$ cat config.mk
export PLATFORM = sky130hd
export DESIGN_NAME = aar_top
export DESIGN_NICKNAME = d
export VERILOG_FILES = /design/src/aar_avg.v /design/src/aar_sync.v /design/src/aar_top.v
export VERILOG_INCLUDE_DIRS = /design/src
export SDC_FILE = /design/constraint.sdc
export NUM_CORES = 1
export LEC_CHECK = 0
export BUFFER_PORTS_ARGS = -buffer_cell sky130_fd_sc_hd__buf_2
export CAP_MARGIN = 10
export CORE_MARGIN = 5
export CORE_UTILIZATION = 45
export CTS_CLUSTER_SIZE = 25
export DETAILED_ROUTE_END_ITERATION = 7
export GPL_TIMING_DRIVEN = 1
export HOLD_SLACK_MARGIN = 0.06
export PLACE_DENSITY_LB_ADDON = 0.25
export SLEW_MARGIN = 5
export SYNTH_ARGS = -nofsm -noshare
export SYNTH_HDL_FRONTEND = slang
export SYNTH_HIERARCHICAL = 1
export SYNTH_SLANG_ARGS = --single-unit
$ cat constraint.sdc
create_clock -name mclk_i -period 3.3 [get_ports mclk_i]
set_input_delay 0.495 -clock mclk_i [delete_from_list [all_inputs] [get_ports mclk_i]]
set_output_delay 0.495 -clock mclk_i [all_outputs]
set_load 0.005 [all_outputs]
$ cat src/aar_defs.vh
// constants for the averaging and reset command decode of the serial adc
// assumes inclusion by bare name from the averager and top design files of the block; the synchroniser does not include it
`ifndef AAR_DEFS_VH
`define AAR_DEFS_VH

// =====================================================================
// command byte selection
`define AAR_AVG_SEL_MASK 8'he0
`define AAR_AVG_SEL_CODE 8'h20
`define AAR_RST_SEL_MASK 8'hf0
`define AAR_RST_SEL_CODE 8'h10

// =====================================================================
// averaging register fields
`define AAR_AVG_EN_BIT 4
`define AAR_AVG_CNT_HI 3
`define AAR_AVG_CNT_LO 2
`define AAR_REP_CNT_HI 1
`define AAR_REP_CNT_LO 0
`define AAR_AVG_EN_RST 1'h0
`define AAR_AVG_CNT_RST 2'h0
`define AAR_REP_CNT_RST 2'h0

// =====================================================================
// reset register field
`define AAR_RST_FIFO_BIT 3

// =====================================================================
// mode codes from the setup and conversion registers
`define AAR_CLK_MODE_EXT 2'h3
`define AAR_SCAN_REPEAT 2'h2

// =====================================================================
// field encodings
`define AAR_CODE_0 2'h0
`define AAR_CODE_1 2'h1
`define AAR_CODE_2 2'h2
`define AAR_CONV_1 6'h01
`define AAR_CONV_4 6'h04
`define AAR_CONV_8 6'h08
`define AAR_CONV_16 6'h10
`define AAR_CONV_32 6'h20
`define AAR_SHIFT_1 3'h0
`define AAR_SHIFT_4 3'h2
`define AAR_SHIFT_8 3'h3
`define AAR_SHIFT_16 3'h4
`define AAR_SHIFT_32 3'h5
`define AAR_REP_4 5'h04
`define AAR_REP_8 5'h08
`define AAR_REP_12 5'h0c
`define AAR_REP_16 5'h10

// =====================================================================
// timing
`define AAR_MCLK_KHZ 20000
`define AAR_SCLK_MAX_KHZ 4800
`define AAR_PACE_MIN_CYC ((`AAR_MCLK_KHZ + `AAR_SCLK_MAX_KHZ - 1) / `AAR_SCLK_MAX_KHZ)
`define AAR_BIT_LAST 3'h7

`endif

$ cat src/aar_avg.v
// result averager: sums a set number of conversions and returns the mean
// assumes samples arrive as one-cycle strobes on mclk_i from the converter
`include "aar_defs.vh"
`timescale 1ns/100ps
module aar_avg #(
   parameter DATA_W = 10,
   parameter ACC_W = 15
) (
   input wire mclk_i, // block clock
   input wire reset_n_i, // async reset, active low
   input wire clear_i, // drop a partial sum
   input wire [5:0] conv_count_i, // conversions per result
   input wire [2:0] shift_i, // log2 of conv_count_i
   input wire sample_valid_i, // one conversion done
   input wire [DATA_W-1:0] sample_i, // conversion value
   output reg result_valid_o, // one-cycle result strobe
   output reg [DATA_W-1:0] result_o // averaged result
);

   reg [ACC_W-1:0] acc_q;
   reg [5:0] cnt_q;
   wire [ACC_W-1:0] sum_w;
   wire [ACC_W-1:0] mean_w;
   wire [5:0] cnt_inc_w;

   // accumulator wide enough for 32 full-scale samples, so no overflow
   assign sum_w = acc_q + {{(ACC_W-DATA_W){1'b0}}, sample_i};
   assign mean_w = sum_w >> shift_i;
   assign cnt_inc_w = cnt_q + 6'h01;

   // =====================================================================
   // sum, then divide by shifting; the mean truncates toward zero
   always @(posedge mclk_i or negedge reset_n_i) begin
      if (!reset_n_i) begin
         acc_q <= {ACC_W{1'b0}};
         cnt_q <= 6'h00;
         result_valid_o <= 1'b0;
         result_o <= {DATA_W{1'b0}};
      end else begin
         result_valid_o <= 1'b0;
         if (clear_i) begin
            acc_q <= {ACC_W{1'b0}};
            cnt_q <= 6'h00;
         end else if (sample_valid_i) begin
            if (cnt_inc_w >= conv_count_i) begin
               result_o <= mean_w[DATA_W-1:0];
               result_valid_o <= 1'b1;
               acc_q <= {ACC_W{1'b0}};
               cnt_q <= 6'h00;
            end else begin
               acc_q <= sum_w;
               cnt_q <= cnt_inc_w;
            end
         end
      end
   end

endmodule

$ cat src/aar_sync.v
// two flip-flop synchroniser for pins arriving from the serial host
// assumes the pins are quasi-static relative to mclk_i, no bus coherency
`timescale 1ns/100ps
module aar_sync #(
   parameter WIDTH = 1,
   parameter [WIDTH-1:0] RESET_VAL = {WIDTH{1'b0}}
) (
   input wire mclk_i, // block clock
   input wire reset_n_i, // async reset, active low
   input wire [WIDTH-1:0] async_i, // pins from outside the domain
   output reg [WIDTH-1:0] sync_o // synchronised copy
);

   reg [WIDTH-1:0] meta_q;

   // =====================================================================
   // first stage feeds only the second stage
   always @(posedge mclk_i or negedge reset_n_i) begin
      if (!reset_n_i) begin
         meta_q <= RESET_VAL;
         sync_o <= RESET_VAL;
      end else begin
         meta_q <= async_i;
         sync_o <= meta_q;
      end
   end

endmodule

$ cat src/aar_top.v
// averaging and reset register command decode for a four-channel serial adc
// assumes: serial pins come from the host asynchronously to mclk_i; the clock
// and scan mode codes and the conversion strobes come from logic on mclk_i
`include "aar_defs.vh"
`timescale 1ns/100ps
module aar_top #(
   parameter DATA_W = 10
) (
   input wire mclk_i, // 20 MHz block clock
   input wire reset_n_i, // async reset, active low
   input wire sclk_i, // serial clock from host
   input wire cs_n_i, // chip select, active low
   input wire din_i, // serial data in
   input wire [1:0] clock_mode_i, // clock mode code from setup logic
   input wire [1:0] scan_mode_i, // scan mode code from conversion logic
   input wire sample_valid_i, // one conversion finished
   input wire [DATA_W-1:0] sample_i, // raw conversion value
   output reg byte_valid_o, // pulse: a full byte was taken
   output reg [7:0] byte_o, // last full byte taken
   output reg average_enable_o, // stored averaging enable bit
   output reg average_active_o, // averaging really in use
   output reg [5:0] conv_per_result_o, // conversions per result
   output reg [4:0] repeat_results_o, // results per repeated scan
   output reg repeat_active_o, // repeated single-channel scan selected
   output reg fifo_clear_o, // pulse: empty the result fifo
   output reg regs_reset_o, // pulse: all registers to power-up
   output reg ext_pace_o, // pulse: externally timed conversion
   output reg pace_overrun_o, // sticky: serial clock above limit
   output wire result_valid_o, // pulse: averaged result ready
   output wire [DATA_W-1:0] result_o // averaged result
);

   // shortest legal gap between serial rising edges in external mode, in mclk cycles;
   // the integer keeps the rounding and the part-select makes the cut to 8 bits plain
   localparam integer PACE_MIN_I = `AAR_PACE_MIN_CYC;
   localparam [7:0] PACE_MIN = PACE_MIN_I[7:0];

   // =====================================================================
   // decode helpers for the effective averaging decode; the count feeds the outputs and the averager, the shift the averager only

   // conversions per result for an enable bit and count code
   function [5:0] aar_conv_count;
      input en;
      input [1:0] code;
      begin
         if (!en) begin
            aar_conv_count = `AAR_CONV_1;
         end else begin
            case (code)
               `AAR_CODE_0: aar_conv_count = `AAR_CONV_4;
               `AAR_CODE_1: aar_conv_count = `AAR_CONV_8;
               `AAR_CODE_2: aar_conv_count = `AAR_CONV_16;
               default: aar_conv_count = `AAR_CONV_32;
            endcase
         end
      end
   endfunction

   // divide-by-shift that goes with aar_conv_count
   function [2:0] aar_conv_shift;
      input en;
      input [1:0] code;
      begin
         if (!en) begin
            aar_conv_shift = `AAR_SHIFT_1;
         end else begin
            case (code)
               `AAR_CODE_0: aar_conv_shift = `AAR_SHIFT_4;
               `AAR_CODE_1: aar_conv_shift = `AAR_SHIFT_8;
               `AAR_CODE_2: aar_conv_shift = `AAR_SHIFT_16;
               default: aar_conv_shift = `AAR_SHIFT_32;
            endcase
         end
      end
   endfunction

   // =====================================================================
   // pin synchronisers

   wire [2:0] pins_s;
   wire sclk_s;
   wire cs_n_s;
   wire din_s;

   // all three pins pass the same two stages, so a data bit keeps its place
   // against its clock edge; the host must change data away from that edge
   // chip select idles high so the link starts deselected
   aar_sync #(
      .WIDTH(3),
      .RESET_VAL(3'h2)
   ) u_sync (
      .mclk_i(mclk_i),
      .reset_n_i(reset_n_i),
      .async_i({sclk_i, cs_n_i, din_i}),
      .sync_o(pins_s)
   );

   assign sclk_s = pins_s[2];
   assign cs_n_s = pins_s[1];
   assign din_s = pins_s[0];

   // =====================================================================
   // serial byte capture

   reg sclk_prev_q;
   reg [6:0] shift_q;
   reg [2:0] bit_q;
   reg [7:0] cmd_q;
   reg cmd_stb_q;
   wire sclk_rise;
   wire [7:0] cmd_w;

   // the edge detector resets to the idle low level of the serial clock, so
   // no false edge follows reset
   assign sclk_rise = sclk_s & ~sclk_prev_q;
   assign cmd_w = {shift_q, din_s};

   // a deselect mid-byte resets the bit count, so partial bytes never land
   always @(posedge mclk_i or negedge reset_n_i) begin
      if (!reset_n_i) begin
         sclk_prev_q <= 1'b0;
         shift_q <= 7'h00;
         bit_q <= 3'h0;
         cmd_q <= 8'h00;
         cmd_stb_q <= 1'b0;
      end else begin
         sclk_prev_q <= sclk_s;
         cmd_stb_q <= 1'b0;
         if (cs_n_s) begin
            bit_q <= 3'h0;
         end else if (sclk_rise) begin
            shift_q <= cmd_w[6:0];
            bit_q <= bit_q + 3'h1;
            if (bit_q == `AAR_BIT_LAST) begin
               cmd_q <= cmd_w;
               cmd_stb_q <= 1'b1;
            end
         end
      end
   end

   // =====================================================================
   // command decode

   wire avg_write;
   wire rst_write;
   wire rst_fifo_only;

   // both decodes look at the held byte only during its one-cycle strobe; other
   // prefixes (conversion, setup) give only the byte strobe here
   assign avg_write = cmd_stb_q & ((cmd_q & `AAR_AVG_SEL_MASK) == `AAR_AVG_SEL_CODE);
   assign rst_write = cmd_stb_q & ((cmd_q & `AAR_RST_SEL_MASK) == `AAR_RST_SEL_CODE);
   assign rst_fifo_only = cmd_q[`AAR_RST_FIFO_BIT];

   // =====================================================================
   // averaging configuration register

   reg avg_en_q;
   reg [1:0] avg_cnt_q;
   reg [1:0] rep_cnt_q;

   // a fifo-only reset leaves these alone; a full reset restores defaults
   // the two branches never meet, since both decode the one held byte
   always @(posedge mclk_i or negedge reset_n_i) begin
      if (!reset_n_i) begin
         avg_en_q <= `AAR_AVG_EN_RST;
         avg_cnt_q <= `AAR_AVG_CNT_RST;
         rep_cnt_q <= `AAR_REP_CNT_RST;
      end else if (avg_write) begin
         avg_en_q <= cmd_q[`AAR_AVG_EN_BIT];
         avg_cnt_q <= cmd_q[`AAR_AVG_CNT_HI:`AAR_AVG_CNT_LO];
         rep_cnt_q <= cmd_q[`AAR_REP_CNT_HI:`AAR_REP_CNT_LO];
      end else if (rst_write && !rst_fifo_only) begin
         avg_en_q <= `AAR_AVG_EN_RST;
         avg_cnt_q <= `AAR_AVG_CNT_RST;
         rep_cnt_q <= `AAR_REP_CNT_RST;
      end
   end

   // =====================================================================
   // effective averaging, independent of scan mode

   wire ext_clk_mode;
   wire avg_eff;
   wire [5:0] conv_count_w;
   wire [2:0] conv_shift_w;
   reg [4:0] rep_results_w;

   assign ext_clk_mode = (clock_mode_i == `AAR_CLK_MODE_EXT);
   // limitation: a clock mode change acts at once, even inside an averaged
   // result; the averager keeps its partial sum across it
   // scan mode is not looked at: every scan mode may average
   assign avg_eff = avg_en_q & ~ext_clk_mode;
   assign conv_count_w = aar_conv_count(avg_eff, avg_cnt_q);
   assign conv_shift_w = aar_conv_shift(avg_eff, avg_cnt_q);

   // repeat count decode for the repeated single-channel scan
   always @* begin
      case (rep_cnt_q)
         `AAR_CODE_0: rep_results_w = `AAR_REP_4;
         `AAR_CODE_1: rep_results_w = `AAR_REP_8;
         `AAR_CODE_2: rep_results_w = `AAR_REP_12;
         default: rep_results_w = `AAR_REP_16;
      endcase
   end

   // =====================================================================
   // external pacing from the serial clock

   reg [7:0] gap_q;
   wire gap_short;

   // gap counts mclk cycles between serial rising edges, saturating
   // saturation keeps a long idle gap from wrapping into a false overrun
   assign gap_short = sclk_rise & (gap_q < PACE_MIN) & ext_clk_mode;

   always @(posedge mclk_i or negedge reset_n_i) begin
      if (!reset_n_i) begin
         gap_q <= 8'hff;
      end else if (sclk_rise) begin
         gap_q <= 8'h01;
      end else if (gap_q != 8'hff) begin
         gap_q <= gap_q + 8'h01;
      end
   end

   // =====================================================================
   // registered outputs; settings follow the registers one cycle later
   // so the config outputs trail byte_valid_o by one cycle

   always @(posedge mclk_i or negedge reset_n_i) begin
      if (!reset_n_i) begin
         byte_valid_o <= 1'b0;
         byte_o <= 8'h00;
         average_enable_o <= `AAR_AVG_EN_RST;
         average_active_o <= 1'b0;
         conv_per_result_o <= `AAR_CONV_1;
         repeat_results_o <= `AAR_REP_4;
         repeat_active_o <= 1'b0;
         fifo_clear_o <= 1'b0;
         regs_reset_o <= 1'b0;
         ext_pace_o <= 1'b0;
         pace_overrun_o <= 1'b0;
      end else begin
         byte_valid_o <= cmd_stb_q;
         if (cmd_stb_q) begin
            byte_o <= cmd_q;
         end
         average_enable_o <= avg_en_q;
         average_active_o <= avg_eff;
         conv_per_result_o <= conv_count_w;
         repeat_results_o <= rep_results_w;
         repeat_active_o <= (scan_mode_i == `AAR_SCAN_REPEAT);
         // a full reset also empties the fifo, as at power-up
         fifo_clear_o <= rst_write;
         regs_reset_o <= rst_write & ~rst_fifo_only;
         ext_pace_o <= sclk_rise & ~cs_n_s & ext_clk_mode;
         // a too-fast edge in the same cycle as a full reset still sets the flag
         if (gap_short) begin
            pace_overrun_o <= 1'b1;
         end else if (rst_write && !rst_fifo_only) begin
            pace_overrun_o <= 1'b0;
         end
      end
   end

   // =====================================================================
   // result averaging; an averaging register write or any reset drops a partial sum,
   // trading one lost partial result for never mixing two written counts

   wire avg_clear;

   assign avg_clear = avg_write | rst_write;

   aar_avg #(
      .DATA_W(DATA_W),
      .ACC_W(DATA_W + 5)
   ) u_avg (
      .mclk_i(mclk_i),
      .reset_n_i(reset_n_i),
      .clear_i(avg_clear),
      .conv_count_i(conv_count_w),
      .shift_i(conv_shift_w),
      .sample_valid_i(sample_valid_i),
      .sample_i(sample_i),
      .result_valid_o(result_valid_o),
      .result_o(result_o)
   );

endmodule

# --- After elaboration in Yosys (flattened, before gate mapping) ---
# Index checks and enable logic that the tools add are counted.
totals:
  reg_bits: 98
  input_bits: 20
  wordCells: 97
op_classes:
  n_addsub: 4
  n_lt_le_gt_ge: 2
  eq_ne: 10
  shifts: 1
  n_mux: 27
  n_bitwise: 15
  n_reduce_logical: 12
ops:
  columns: ["op", "count"]
  rows:
  - ["$mux 15", 3]
  - ["$mux 6", 4]
  - ["$pmux 6 s3", 1]
  - ["$mux 8", 2]
  - ["$add 15x10->15", 1]
  - ["$pmux 5 s3", 1]
  - ["$shr 15x3->10", 1]
  - ["$reduce_bool 2->1", 5]
  - ["$and 1x1->1", 9]
  - ["$mux 1", 9]
  - ["$mux 3", 3]
  - ["$pmux 3 s3", 1]
  - ["$add 8x1->8 const B", 1]
  - ["$eq 2x2->1 const B", 4]
  - ["$lt 8x3->1 const B", 1]
  - ["$ne 8x8->1 const B", 1]
  - ["$add 6x1->6 const B", 1]
  - ["$ge 6x6->1", 1]
  - ["$mux 2", 3]
  - ["$reduce_and 3->1", 2]
  - ["$not 1->1", 5]
  - ["$eq 2x1->1 const B", 2]
  - ["$eq 4x1->1 const B", 1]
  - ["$logic_not 2->1", 2]
  - ["other kinds (7)", 7]

# --- Logic depth before layout (Yosys ltp) ---
# Gate-level depths: netlist of the first run.
depth:
  word_depth: 8
  depth_mapped: 14
  mapped_depth_nobuf: 13

# --- By module ---
# The synthesis of the first run kept the hierarchy.
modules_own_cells:
  columns: ["mod", "instances", "cells_per_inst", "area_per_inst_um2", "seq_area_each_um2"]
  rows:
  - ["aar_avg", 1, 315, 2753.9, 800.8]
  - ["aar_top", 1, 184, 2334.7, 1438.9]
  - ["aar_sync", 1, 6, 152.6, 152.6]

# --- Worst setup path after synthesis of the first run ---
# Ideal clock, no wire load.
synth_path:
  kind: "input -> register"
  start: "input port clock_mode_i[0]"
  end: "register u_avg.acc_q[10]"
  t_arrival_ps: 2531
  setup_slack_ps: 648
  path_stages: 12
  cell_sequence: "nand2_1 -> nand2_1 -> inv_2 -> and2_1 -> nor2b_1 -> inv_1 -> ha_1 -> nor2_1 -> o31ai_1 -> nor2_1 -> a31o_2 -> a22o_1"
synth_between:
  elab_chain_len: 8
synth_rtl:
  columns: ["item", "line_no", "source"]
  rows:
  - ["from (decl)", "aar_top.v:14", "input wire [1:0] clock_mode_i,"]
  - ["$eq 2x2->1 (no line)", null, null]
  - ["$not 1->1", "aar_top.v:193", "assign avg_eff = avg_en_q & ~ext_clk_mode;"]
  - ["$and 1x1->1", "aar_top.v:193", null]
  - ["$mux 6", "aar_top.v:46", "if (!en) begin"]
  - ["via conv_count_w[0]", "aar_top.v:185", "wire [5:0] conv_count_w;"]
  - ["$ge 6x6->1", "aar_avg.v:45", "if (cnt_inc_w >= conv_count_i) begin"]
  - ["$mux 15", "aar_avg.v:45", null]
  - ["$mux 15", "aar_avg.v:44", "end else if (sample_valid_i) begin"]
  - ["$mux 15", "aar_avg.v:41", "if (clear_i) begin"]
  - ["to (signal assigned)", "aar_avg.v:42", "acc_q <= {ACC_W{1'b0}};"]
  - ["to (signal assigned)", "aar_avg.v:48", "acc_q <= {ACC_W{1'b0}};"]
  - ["to (signal assigned)", "aar_avg.v:51", "acc_q <= sum_w;"]
  - ["to (decl)", "aar_avg.v:20", "reg [ACC_W-1:0] acc_q;"]
# The timed path passes the listed nets, and every way through them passes these cells. The select of a mux whose other input is x is not followed.
# A chain may end at the register's enable or synchronous reset.

# --- Worst setup path after layout of the first run ---
layout_path:
  start: "register u_avg.acc_q[0]"
  end: "register u_avg.result_o[8]"
layout_between:
  elab_chain_len: 2
layout_rtl:
  columns: ["item", "line_no", "source"]
  rows:
  - ["from (signal assigned)", "aar_avg.v:35", "acc_q <= {ACC_W{1'b0}};"]
  - ["from (signal assigned)", "aar_avg.v:42", null]
  - ["from (signal assigned)", "aar_avg.v:48", null]
  - ["$add 15x10->15", "aar_avg.v:27", "assign sum_w = acc_q + {{(ACC_W-DATA_W){1'b0}}, sample_i};"]
  - ["$shr 15x3->10", "aar_avg.v:28", "assign mean_w = sum_w >> shift_i;"]
  - ["to (signal assigned)", "aar_avg.v:38", "result_o <= {DATA_W{1'b0}};"]
  - ["to (signal assigned)", "aar_avg.v:46", "result_o <= mean_w[DATA_W-1:0];"]
  - ["to (decl)", "aar_avg.v:17", "output reg [DATA_W-1:0] result_o"]
# No other way between the ends.

==> results.txt, run 1 <==
Max clock buf depth = 2
CTS buffer count = 9
critical-path maximum fanout = 6
# port buffers = 54
Placement Cell Area = 5704 um^2
Synth Cell Area = 5241 um^2
Hold Buf Count CTS = 0
Area contributors post-synth = dfrtp_1, dfstp_2, ha_1, mux2_1, a21oi_1
Root Buffer = clkbuf_16
Die ar. = 13910 um^2
Max-slew headroom = 51.60%
FP Rows = 39
total iterations of the first detailed-routing run = 5
share of cells above drive strength 1 = 21.16%
dpl ws = 0.3411 ns
clock sinks = 95
GRT Resource Usage Total = 18.28%
switch share = 35.89%
Clk pwr share = 25.9%
Ports = 58
Final min period = 2.748 ns
Post-DRT Antenna Nets = 0
clk_skew = 0.007322 ns
nets@finish = 607
Post CTS Setup Buffer Count = 0
share of async-settable or async-resettable flops after synthesis = 100.0%
NetSw = 1.520 mW
Iteration-0 DRC Markers = 277
CP arrival = 2.99 ns
DPL Wire Length = 8999 um
Slew @ Worst Pin = 0.7233 ns
DR top layer = met4
Die Y = 117.9 um
most common cell in the netlist = dfrtp_1
Main synth FF type = dfrtp_1
Total Wirelength = 12350 um
synthesized flop and latch total = 95
Syn Area/Cell = 10.38 um^2
Worst EP required = 3.54 ns
RSZ-0062 raised after global routing = false
Die W = 117.9 um
WHS = 0.1658 ns
P_int = 2.715 mW
Slew Viols, Final = 0
Setup TNS Final = 0 ns
antenna violations before repair = 0
GRT overflow = 0
Synth-to-Final Area Change = 14.80%
pwr dens = 703.7 nW/um^2
EDFF count, synth = 0
end of the worst register-to-register path = u_avg/result_o[8]
final worst slack = 0.5515 ns
largest net degree at the start of global routing = 96
Synth top cells by count = dfrtp_1, a21oi_1, nand2_1, nor2_1, ha_1
Synth cell types = 80
Reg2Reg Depth = 10
number of max-cap violations = 0
Clock transition at path regs = 0.07 ns
Final GP Congestion = 0.8675
DRC Markers = 0
critical path class = flop to flop
CP endpoint kind = flop
DR WL met3 = 527 um
FMAX = 363.8 MHz
worst-skew pair later-pin latency = 0.35 ns
total number of vias = 4168
Final period util = 83.29%
initial core utilization = 45.90%
vias in the first global route = 4183
Syn Inst Count = 505
CTS resizes = 0
R2R setup slack = 0.55 ns
largest area contributor in the netlist = dfrtp_1
M1 WL = 5361 um
Leakage = 2.775 nW
post-synthesis sequential area ratio = 45.64%
final count of hold timing violations = 0
top cell type's share of synthesized area = 39.63%
combinational share of power = 37.6%
Worst R2R Start = u_avg/acc_q[0]
Synth Warn # = 6
first-pass GRT wire length = 20980 um
Hold WC Path Type = primary input to async pin
Design Area, Final = 6017 um^2
Worst Setup Start Kind = flop
number of diodes = 0
metal2 WL = 6112 um
outcome = completed
Core Box Area = 11420 um^2
CTS tree = done
number of vias per cell = 5.870
Worst VDD drop = 460.5 uV
H-tree depth = 3
Pwr Total = 4.234 mW
Setup-failing EPs final = 0
DR WL/cell = 17.40 um
Reg power frac = 36.6%
==> cell families (layout without fill, tap and decap cells) <==
| family | Yosys count | count (layout) | synth area share (%) |
|---|---|---|---|
| AOI/OAI and AO/OA | 148 | 148 | 20.65 |
| DFF | 95 | 95 | 45.64 |
| adders and majority gates | 25 | 25 | 6.111 |
| and+or+nand+nor | 143 | 143 | 14.61 |
| buffers and inverters | 52 | 111 | 4.321 |
| xor gates and xnor gates | 11 | 11 | 1.838 |
| other | 1 | 4 | 0.07155 |
| muxes | 30 | 30 | 6.756 |
==> worst max-delay path: stages (launching register included) <==
cell and delay, ns:
dfrtp_1 0.38, ha_1 0.23, inv_1 0.08, fa_1 0.26, nor2b_4 0.07, o31a_4 0.31
nor4_1 0.36, o21ai_0 0.27, a32oi_1 0.24, o221ai_1 0.19, o221a_2 0.26
==> cell usage in the layout, fill, tap and decap left out, types with 9 or more instances in the layout <==
| master | synthesis | layout |
|---|---|---|
| nor2_1 | 28 | 28 |
| buf_2 | 10 | 53 |
| ha_1 | 24 | 24 |
| nand3_1 | 19 | 19 |
| a22o_1 | 17 | 17 |
| dfrtp_1 | 83 | 83 |
| buf_4 | 3 | 16 |
| o21ai_0 | 21 | 21 |
| mux2_1 | 15 | 15 |
| clkbuf_16 | 0 | 9 |
| a31oi_1 | 9 | 9 |
| and3_1 | 9 | 9 |
| dfstp_2 | 12 | 12 |
| a21oi_1 | 32 | 32 |
| nor3_1 | 17 | 17 |
| nand2_1 | 28 | 28 |
| inv_1 | 23 | 23 |
==> power by group through the flow <==
stage	logic (mW)	clock network, mW	registers (mW)
CTS	1.59	1.12	1.55
global route	1.76	1.17	1.58
global placement	1.55	0	1.56
floorplan	1.11	0	1.52
detailed placement	1.58	0	1.57
finish	1.59	1.09	1.55
==> metrics by stage <==
step           util (%)  cells
6_report          52.70    710
2_1_floorplan         -    508
5_1_grt           52.70    710
3_5_place_dp      49.96    694
3_3_place_gp      49.96    694
4_1_cts           52.70    710
==> cell type report <==
class	count	area, um^2
Clock buffer	11	252.7
Clock inverter	5	60.06
Fill cell	1022	5401
Inverter	25	93.84
Multi-Input combinational cell	361	2634
Sequential cell	95	2392
Tap cell	143	178.9
Timing Repair Buffer	70	405.4
==> worst max path at each step <==
| stage | from | end |
|---|---|---|
| detailed placement | sample_i[0] | u_avg/result_o[8] |
| CTS | u_avg/acc_q[0] | u_avg/result_o[8] |
| global placement | sample_i[0] | u_avg/result_o[8] |
| finish | u_avg/acc_q[0] | u_avg/result_o[8] |
| floorplan | clock_mode_i[0] | u_avg/acc_q[10] |
| global route | u_avg/acc_q[0] | u_avg/result_o[8] |
==> sequential cells by signal, indices dropped and copies added (netlist names), 2 cells and up <==
signal,cells
bit_q,3
rep_cnt_q,2
avg_cnt_q,2
u_avg/acc_q,15
cmd_q,8
u_avg/cnt_q,6
conv_per_result_o,5
u_sync/meta_q,3
repeat_results_o,3
gap_q,8
u_sync/sync_o,3
byte_o,8
u_avg/result_o,10
shift_q,7
==> per-layer routing <==
| layer | GRT usage, % | up-vias |
|---|---|---|
| met5 | 0 | - |
| met4 | 8.172 | 0 |
| met3 | 3.316 | 33 |
| met2 | 30.06 | 122 |
| met1 | 23.48 | 2023 |
| li1 | - | 1990 |
(Power assumes the default switching activity.)
==> inputs of run 2 (changes only) <==
--- a/config.mk
+++ b/config.mk
@@ -6,6 +6,7 @@
 export SDC_FILE = /design/constraint.sdc
 export NUM_CORES = 1
 export LEC_CHECK = 0
+export ABC_AREA = 1
 export BUFFER_PORTS_ARGS = -buffer_cell sky130_fd_sc_hd__buf_2
 export CAP_MARGIN = 10
 export CORE_MARGIN = 5
==> constraint.sdc (replaced) <==
create_clock -name mclk_i -period 2.45 [get_ports mclk_i]
set_input_delay 0.3675 -clock mclk_i [delete_from_list [all_inputs] [get_ports mclk_i]]
set_output_delay 0.3675 -clock mclk_i [all_outputs]
set_load 0.005 [all_outputs]
==> results.txt, run 2 <==
R2R setup slack = 0.10 ns (was 0.55 ns)
Reg2Reg Depth = 11 (was 10)
CP max-delay cell = dfrtp_1 (unchanged)
Clock transition at path regs = 0.07 ns (about the same)
number of vias per cell = 4.968 (was 5.870)
Design Area, Final = 6157 um^2 (was 6017 um^2)
largest area contributor in the netlist = dfrtp_1 (unchanged)
first-pass GRT wire length = 20250 um (was 20980 um)
slowest stage delay, CP = 0.40 ns (was 0.38 ns)
nets@finish = 767 (was 607)
Ports = 58 (unchanged)
CP endpoint kind = flop (unchanged)
top cell type's share of synthesized area = 39.56% (was 39.63%)
Most flops, register = u_avg/acc_q (unchanged)
Worst VDD drop = 477.7 uV (was 460.5 uV)
combinational share of power = 39.1% (was 37.6%)
critical-path maximum fanout = 7 (was 6)
EDFF count, synth = 0 (unchanged)
Root Buffer = clkbuf_16 (unchanged)
Die Y = 118.0 um (was 117.9 um)
clk_skew = 0.01056 ns (was 0.007322 ns)
FMAX = 425.9 MHz (was 363.8 MHz)
final worst slack = 0.1019 ns (was 0.5515 ns)
biggest registers after layout = u_avg/acc_q: 15 flops, u_avg/result_o: 10 flops (unchanged)
end of the worst register-to-register path = u_avg/result_o[3] (was u_avg/result_o[8])
share of async-settable or async-resettable flops after synthesis = 100.0% (unchanged)
crit path cell chain = ha_1 -> nand3_2 -> xor2_2 -> inv_1 -> ha_1 -> nand2_2 -> or3_4 -> nand2_2 -> nand2_4 -> a31oi_2 -> a21oi_1 (was ha_1 -> inv_1 -> fa_1 -> nor2b_4 -> o31a_4 -> nor4_1 -> o21ai_0 -> a32oi_1 -> o221ai_1 -> o221a_2)
Slew Viols, Final = 0 (unchanged)
Core Box Area = 11420 um^2 (unchanged)
DR WL/cell = 13.36 um (was 17.40 um)
Synth cell types = 37 (was 80)
outcome = completed (unchanged)
clock sinks = 95 (unchanged)
Final min period = 2.348 ns (was 2.748 ns)
GRT Resource Usage Total = 17.42% (was 18.28%)
RSZ-0062 raised after global routing = true (was false)
Worst Setup Start Kind = flop (unchanged)
post-synthesis sequential area ratio = 45.57% (was 45.64%)
Hold Path End = u_sync/meta_q[0]
Total Wirelength = 11620 um (was 12350 um)
Reg power frac = 36.0% (was 36.6%)
Slew @ Worst Pin = 0.5811 ns (was 0.7233 ns)
CTS buffer count = 9 (unchanged)
met2 usage = 30.76% (was 30.06%)
Main synth FF type = dfrtp_1 (unchanged)
number of diodes = 0 (unchanged)
Die W = 118.0 um (was 117.9 um)
NetSw = 2.144 mW (was 1.520 mW)
most frequent cells in the layout = nand2_1, inv_1, dfrtp_1 (was dfrtp_1, buf_2, a21oi_1)
initial core utilization = 45.98% (was 45.90%)
CP delay by family, top = simple AND/OR/NAND/NOR gates (was compound AO/OA/AOI/OAI gates)
largest net degree at the start of global routing = 41 (was 96)
Placement Cell Area = 5741 um^2 (was 5704 um^2)
Max clock buf depth = 2 (unchanged)
Synth-to-Final Area Change = 17.28% (was 14.80%)
H-tree depth = 3 (unchanged)
Syn Area/Cell = 8.065 um^2 (was 10.38 um^2)
met3 Usage GRT = 3.940% (was 3.316%)
CP Launch Point = u_avg/cnt_q[0] (was u_avg/acc_q[0])
final count of hold timing violations = 0 (unchanged)
Clk pwr share = 24.8% (was 25.9%)
hold wc startpoint = din_i
Syn Inst Count = 651 (was 505)
DRC Markers = 0 (unchanged)
P_int = 3.507 mW (was 2.715 mW)
Leakage = 3.282 nW (was 2.775 nW)
dpl ws = -0.1398 ns (was 0.3411 ns)
worst-skew pair later-pin latency = 0.35 ns (about the same)
switch share = 37.94% (was 35.89%)
max reg flops = 15 (unchanged)
# port buffers = 54 (unchanged)
DPL Wire Length = 8726 um (was 8999 um)
Setup-failing EPs final = 0 (unchanged)
Worst EP required = 2.68 ns (was 3.54 ns)
CTS tree = done (unchanged)
most common cell in the netlist = nand2_1 (was dfrtp_1)
Die ar. = 13930 um^2 (was 13910 um^2)
CP arrival = 2.58 ns (was 2.99 ns)
Synth top cells by count = nand2_1, inv_1, dfrtp_1, nand3_1, nor2_1 (was dfrtp_1, a21oi_1, nand2_1, nor2_1, ha_1)
Final GP Congestion = 0.8487 (was 0.8675)
Buffers & Inverters on Critical Path = 1 (unchanged)
pwr dens = 917.7 nW/um^2 (was 703.7 nW/um^2)
antenna violations before repair = 0 (unchanged)
Final period util = 95.84% (was 83.29%)
GRT overflow = 0 (unchanged)
Max-slew headroom = 61.22% (was 51.60%)
Pwr Total = 5.651 mW (was 4.234 mW)
share of cells above drive strength 1 = 22.15% (was 21.16%)
GRT Max-Usage Layer = met2 (unchanged)
Area contributors post-synth = dfrtp_1, nand2_1, nand3_1, inv_1, dfstp_2 (was dfrtp_1, dfstp_2, ha_1, mux2_1, a21oi_1)
Worst R2R Start = u_avg/cnt_q[0] (was u_avg/acc_q[0])
Post-DRT Antenna Nets = 0 (unchanged)
total number of vias = 4322 (was 4168)
Worst Hold Depth = 1
total iterations of the first detailed-routing run = 4 (was 5)
FP Rows = 39 (unchanged)
Hold WC Path Type = primary input to flop (was primary input to async pin)
most common cell after layout, fill and taps aside = nand2_1 (was dfrtp_1)
vias in the first global route = 4419 (was 4183)
Synth Warn # = 6 (unchanged)
Iteration-0 DRC Markers = 187 (was 277)
Synth Cell Area = 5250 um^2 (was 5241 um^2)
met1 usage = 20.86% (was 23.48%)
critical path class = flop to flop (unchanged)
Setup TNS Final = 0 ns (unchanged)
number of max-cap violations = 0 (unchanged)
synthesized flop and latch total = 95 (unchanged)
[run 2: cell count changes after synthesis, sizes merged, moves of 8 or more]
cell	before	now
a211oi	8	0
a21o	8	0
a21oi	32	16
a22o	17	0
and3	9	0
clkbuf	13	4
inv	24	94
mux2	23	6
nand2	28	193
nand3	19	90
nor2	29	39
nor3	18	8
o21ai	22	34
[run 2: timing repair]
action,in CTS,in global routing
pin swaps,0,1
gates cloned,0,1
hold buffers,1,0
setup endpoints to repair,10,31
setup buffers,0,2
endpoints found under the hold margin,31,0
resized for setup,4,18
[run 2: layer usage]
metal / routed length, um / part of all wire (%)
met5: 0 / 0
met4: 197 / 1.7
met3: 438 / 3.8
met2: 5852 / 50
met1: 5133 / 44
[run 2: cell families after synthesis]
family                   Yosys count  share of synthesized area (%)
XOR/XNOR                           9                          1.502
flip-flops                        95                          45.57
multiplexers                       7                          1.478
adder cells (fa/ha/maj)           25                          6.101
buffers and inverters            112                          9.032
AND/OR/NAND/NOR                  339                          28.65
AO/OA/AOI/OAI                     63                          7.602
other                              1                        0.07143
[run 2: worst max-delay path by stage]
stage                              endpoint  slack [ns]  cells after the start
after global routing      u_avg/result_o[2]       -0.02                     12
final                     u_avg/result_o[3]        0.10                     11
after detailed placement  u_avg/result_o[2]       -0.14                     13
after global placement    u_avg/result_o[3]       -0.02                     13
after CTS                 u_avg/result_o[3]        0.05                     11
after floorplan           u_avg/result_o[2]        0.18                     12
[run 2: cell type report]
class	count	area, um^2
fillers	1067	5261
multi-input cells	447	2485
flip-flops and latches	95	2392
repair buffers	73	442.9
inverters	95	361.6
clock buffers	12	246.5
well taps	143	178.9
clock inverters	4	45.04
repair inverters	1	5.005
[run 2: worst register-to-register path, cell delays in order, from the launching register on]
cell	delay [ns]
dfrtp_1	0.40
ha_1	0.24
nand3_2	0.10
xor2_2	0.16
inv_1	0.06
ha_1	0.30
nand2_2	0.07
or3_4	0.40
nand2_2	0.10
nand2_4	0.10
a31oi_2	0.21
a21oi_1	0.09
[run 2: power groups by stage]
stage	Clock (mW)	Combinational [mW]	Sequential (mW)
after floorplan	0	1.54	2.03
after global placement	0	2.07	2.05
after detailed placement	0	2.12	2.06
after CTS	1.44	2.15	2.03
after global routing	1.50	2.53	2.07
final	1.40	2.21	2.04
[run 2: metrics by stage]
| step | cells | util (%) | hold WS, ns |
|---|---|---|---|
| after floorplan | 654 | - | 0.07191 |
| after global placement | 850 | 50.27 | 0.3316 |
| after detailed placement | 850 | 50.27 | 0.3403 |
| after CTS | 867 | 53.01 | 0.1092 |
| after global routing | 870 | 53.92 | 0.1160 |
| final | 870 | 53.92 | 0.1212 |
==> inputs of run 3 (changes only) <==
--- a/config.mk
+++ b/config.mk
@@ -16,6 +16,7 @@
 export GPL_TIMING_DRIVEN = 1
 export HOLD_SLACK_MARGIN = 0.06
 export PLACE_DENSITY_LB_ADDON = 0.25
+export SETUP_SLACK_MARGIN = 0.5
 export SLEW_MARGIN = 5
 export SYNTH_ARGS = -nofsm -noshare
 export SYNTH_HDL_FRONTEND = slang
==> results.txt, run 3 (synthesis results as in run 2) <==
Post-DRT Antenna Nets = 0 (unchanged)
GRT overflow = 0 (unchanged)
NetSw = 2.243 mW (was 2.144 mW)
Max-slew headroom = 52.75% (was 61.22%)
met3 Usage GRT = 4.853% (was 3.940%)
CP delay by family, top = simple AND/OR/NAND/NOR gates (unchanged)
CP max-delay cell = dfrtp_2 (was dfrtp_1)
final count of hold timing violations = 0 (unchanged)
biggest registers after layout = u_avg/acc_q: 15 flops, u_avg/result_o: 10 flops (unchanged)
Total Wirelength = 12070 um (was 11620 um)
slowest stage delay, CP = 0.46 ns (was 0.40 ns)
Iteration-0 DRC Markers = 240 (was 187)
Final GP Congestion = 0.8782 (was 0.8487)
Ports = 58 (unchanged)
met2 usage = 30.62% (was 30.76%)
DRC Markers = 0 (unchanged)
Core Box Area = 11420 um^2 (unchanged)
Synth-to-Final Area Change = 19.73% (was 17.28%)
Setup-failing EPs final = 0 (unchanged)
Die W = 118.0 um (unchanged)
switch share = 39.11% (was 37.94%)
total number of vias = 4461 (was 4322)
number of diodes = 0 (unchanged)
CTS tree = done (unchanged)
Most flops, register = u_avg/acc_q (unchanged)
antenna violations before repair = 1 (was 0)
FMAX = 446.0 MHz (was 425.9 MHz)
critical path class = flop to flop (unchanged)
number of fill cells = 1080 (was 1067)
combinational share of power = 40.6% (was 39.1%)
FP Rows = 39 (unchanged)
Worst VDD drop = 568.8 uV (was 477.7 uV)
number of max-cap violations = 0 (unchanged)
Clk pwr share = 23.6% (was 24.8%)
number of vias per cell = 5.116 (was 4.968)
P_int = 3.492 mW (was 3.507 mW)
Worst EP required = 2.68 ns (about the same)
largest net degree at the start of global routing = 41 (unchanged)
Slew Viols, Final = 0 (unchanged)
DPL Wire Length = 8901 um (was 8726 um)
Setup TNS Final = 0 ns (unchanged)
share of cells above drive strength 1 = 24.83% (was 22.15%)
Final period util = 91.52% (was 95.84%)
clk_skew = 0.006960 ns (was 0.01056 ns)
Worst Setup Start Kind = flop (unchanged)
initial core utilization = 45.98% (unchanged)
Worst path most repeated cell = nand2_4
clock sinks = 95 (unchanged)
most frequent cells in the layout = nand2_1, inv_1, nand3_1 (was nand2_1, inv_1, dfrtp_1)
Final min period = 2.242 ns (was 2.348 ns)
Clock transition at path regs = 0.07 ns (about the same)
met1 usage = 21.29% (was 20.86%)
total iterations of the first detailed-routing run = 5 (was 4)
Root Buffer = clkbuf_16 (unchanged)
most common cell after layout, fill and taps aside = nand2_1 (unchanged)
Hold WC Path Type = primary input to flop (unchanged)
GRT Resource Usage Total = 17.83% (was 17.42%)
nets@finish = 769 (was 767)
Buffers & Inverters on Critical Path = 2 (was 1)
Placement Cell Area = 5728 um^2 (was 5741 um^2)
worst-skew pair later-pin latency = 0.35 ns (about the same)
RSZ-0062 raised after global routing = true (unchanged)
crit path cell chain = nand3_4 -> nor2_2 -> nand2_1 -> xor2_1 -> inv_1 -> ha_4 -> nand2_4 -> or3_4 -> nand2_4 -> nand2_4 -> buf_6 -> a21oi_2 -> a21oi_1 (was ha_1 -> nand3_2 -> xor2_2 -> inv_1 -> ha_1 -> nand2_2 -> or3_4 -> nand2_2 -> nand2_4 -> a31oi_2 -> a21oi_1)
Design Area, Final = 6286 um^2 (was 6157 um^2)
pwr dens = 912.4 nW/um^2 (was 917.7 nW/um^2)
CP endpoint kind = flop (unchanged)
first-pass GRT wire length = 20600 um (was 20250 um)
outcome = completed (unchanged)
critical-path maximum fanout = 7 (unchanged)
CP arrival = 2.47 ns (was 2.58 ns)
max reg flops = 15 (unchanged)
Slew @ Worst Pin = 0.7080 ns (was 0.5811 ns)
Reg power frac = 35.8% (was 36.0%)
Leakage = 3.293 nW (was 3.282 nW)
CTS buffer count = 9 (unchanged)
Die ar. = 13930 um^2 (unchanged)
DR WL/cell = 13.84 um (was 13.36 um)
vias in the first global route = 4555 (was 4419)
GRT Max-Usage Layer = met2 (unchanged)
# port buffers = 54 (unchanged)
Die Y = 118.0 um (unchanged)
Max clock buf depth = 2 (unchanged)
H-tree depth = 3 (unchanged)
## run 3: cell count changes in the layout (fill, tap and decap cells not counted), moves of 3 or more
cell      delta
clkinv_2     -3
dfrtp_1      -4
dfrtp_2      +4
ha_1         -5
ha_4         +4
inv_6        +3
o21ai_0      -6
o21ai_1      +6
## run 3: final timing paths
check	from	to	slack, ns	depth (start not counted)
max	u_avg/cnt_q[0]	u_avg/result_o[1]	0.21	13
min	cs_n_i	u_sync/meta_q[1]	0.12	1
max reg2reg	u_avg/cnt_q[0]	u_avg/result_o[1]	0.21	13
min reg2reg	u_sync/meta_q[1]	u_sync/sync_o[1]	0.36	0
max in group asynchronous	reset_n_i	repeat_results_o[2]	1.17	3
min in group asynchronous	reset_n_i	u_avg/acc_q[7]	0.53	2
## run 3: power by group through the flow
stage	combinational, mW	sequential [mW]	clock (mW)
after floorplan	1.58	2.03	0
after global placement	2.08	2.05	0
after detailed placement	2.12	2.06	0
after CTS	2.24	2.04	1.39
after global routing	2.65	2.08	1.46
final	2.33	2.05	1.35
## run 3: layout make-up
cell class | instances | area (um^2) | area share, %
Sequential cell | 95 | 2397 | 38.14
Tap cell | 143 | 178.9 | 2.846
Clock inverter | 5 | 40.04 | 0.6369
Timing Repair Buffer | 76 | 473.0 | 7.524
Clock buffer | 11 | 242.7 | 3.861
Multi-Input combinational cell | 447 | 2595 | 41.28
Inverter | 95 | 359.1 | 5.713
## run 3: per-layer routing
layer	vias up	share of wire [%]	routed length, um
li1	2224	-	-
met1	2119	43	5150
met2	88	50	6050
met3	28	4.3	524
met4	2	2.8	336
met5	-	0.058	7
## run 3: repair_timing
item / CTS / global route
hold endpoints to repair: 36 / 0
resized for setup: 20 / 29
endpoints found under the setup margin: 32 / 32
pin swaps: 5 / 6
hold buffers: 1 / 0
buffers inserted: 1 / 7
## run 3: through the flow
stage	worst slack, ns	utilization [%]	std cells	hold slack [ns]	total power, mW
floorplan	0.3460	-	654	0.07191	3.606
global placement	0.08454	50.16	847	0.3350	4.135
detailed placement	0.01201	50.16	847	0.3378	4.182
CTS	0.2040	53.58	865	0.1050	5.663
global route	0.1188	55.05	872	0.1067	6.195
finish	0.2077	55.05	872	0.1177	5.736
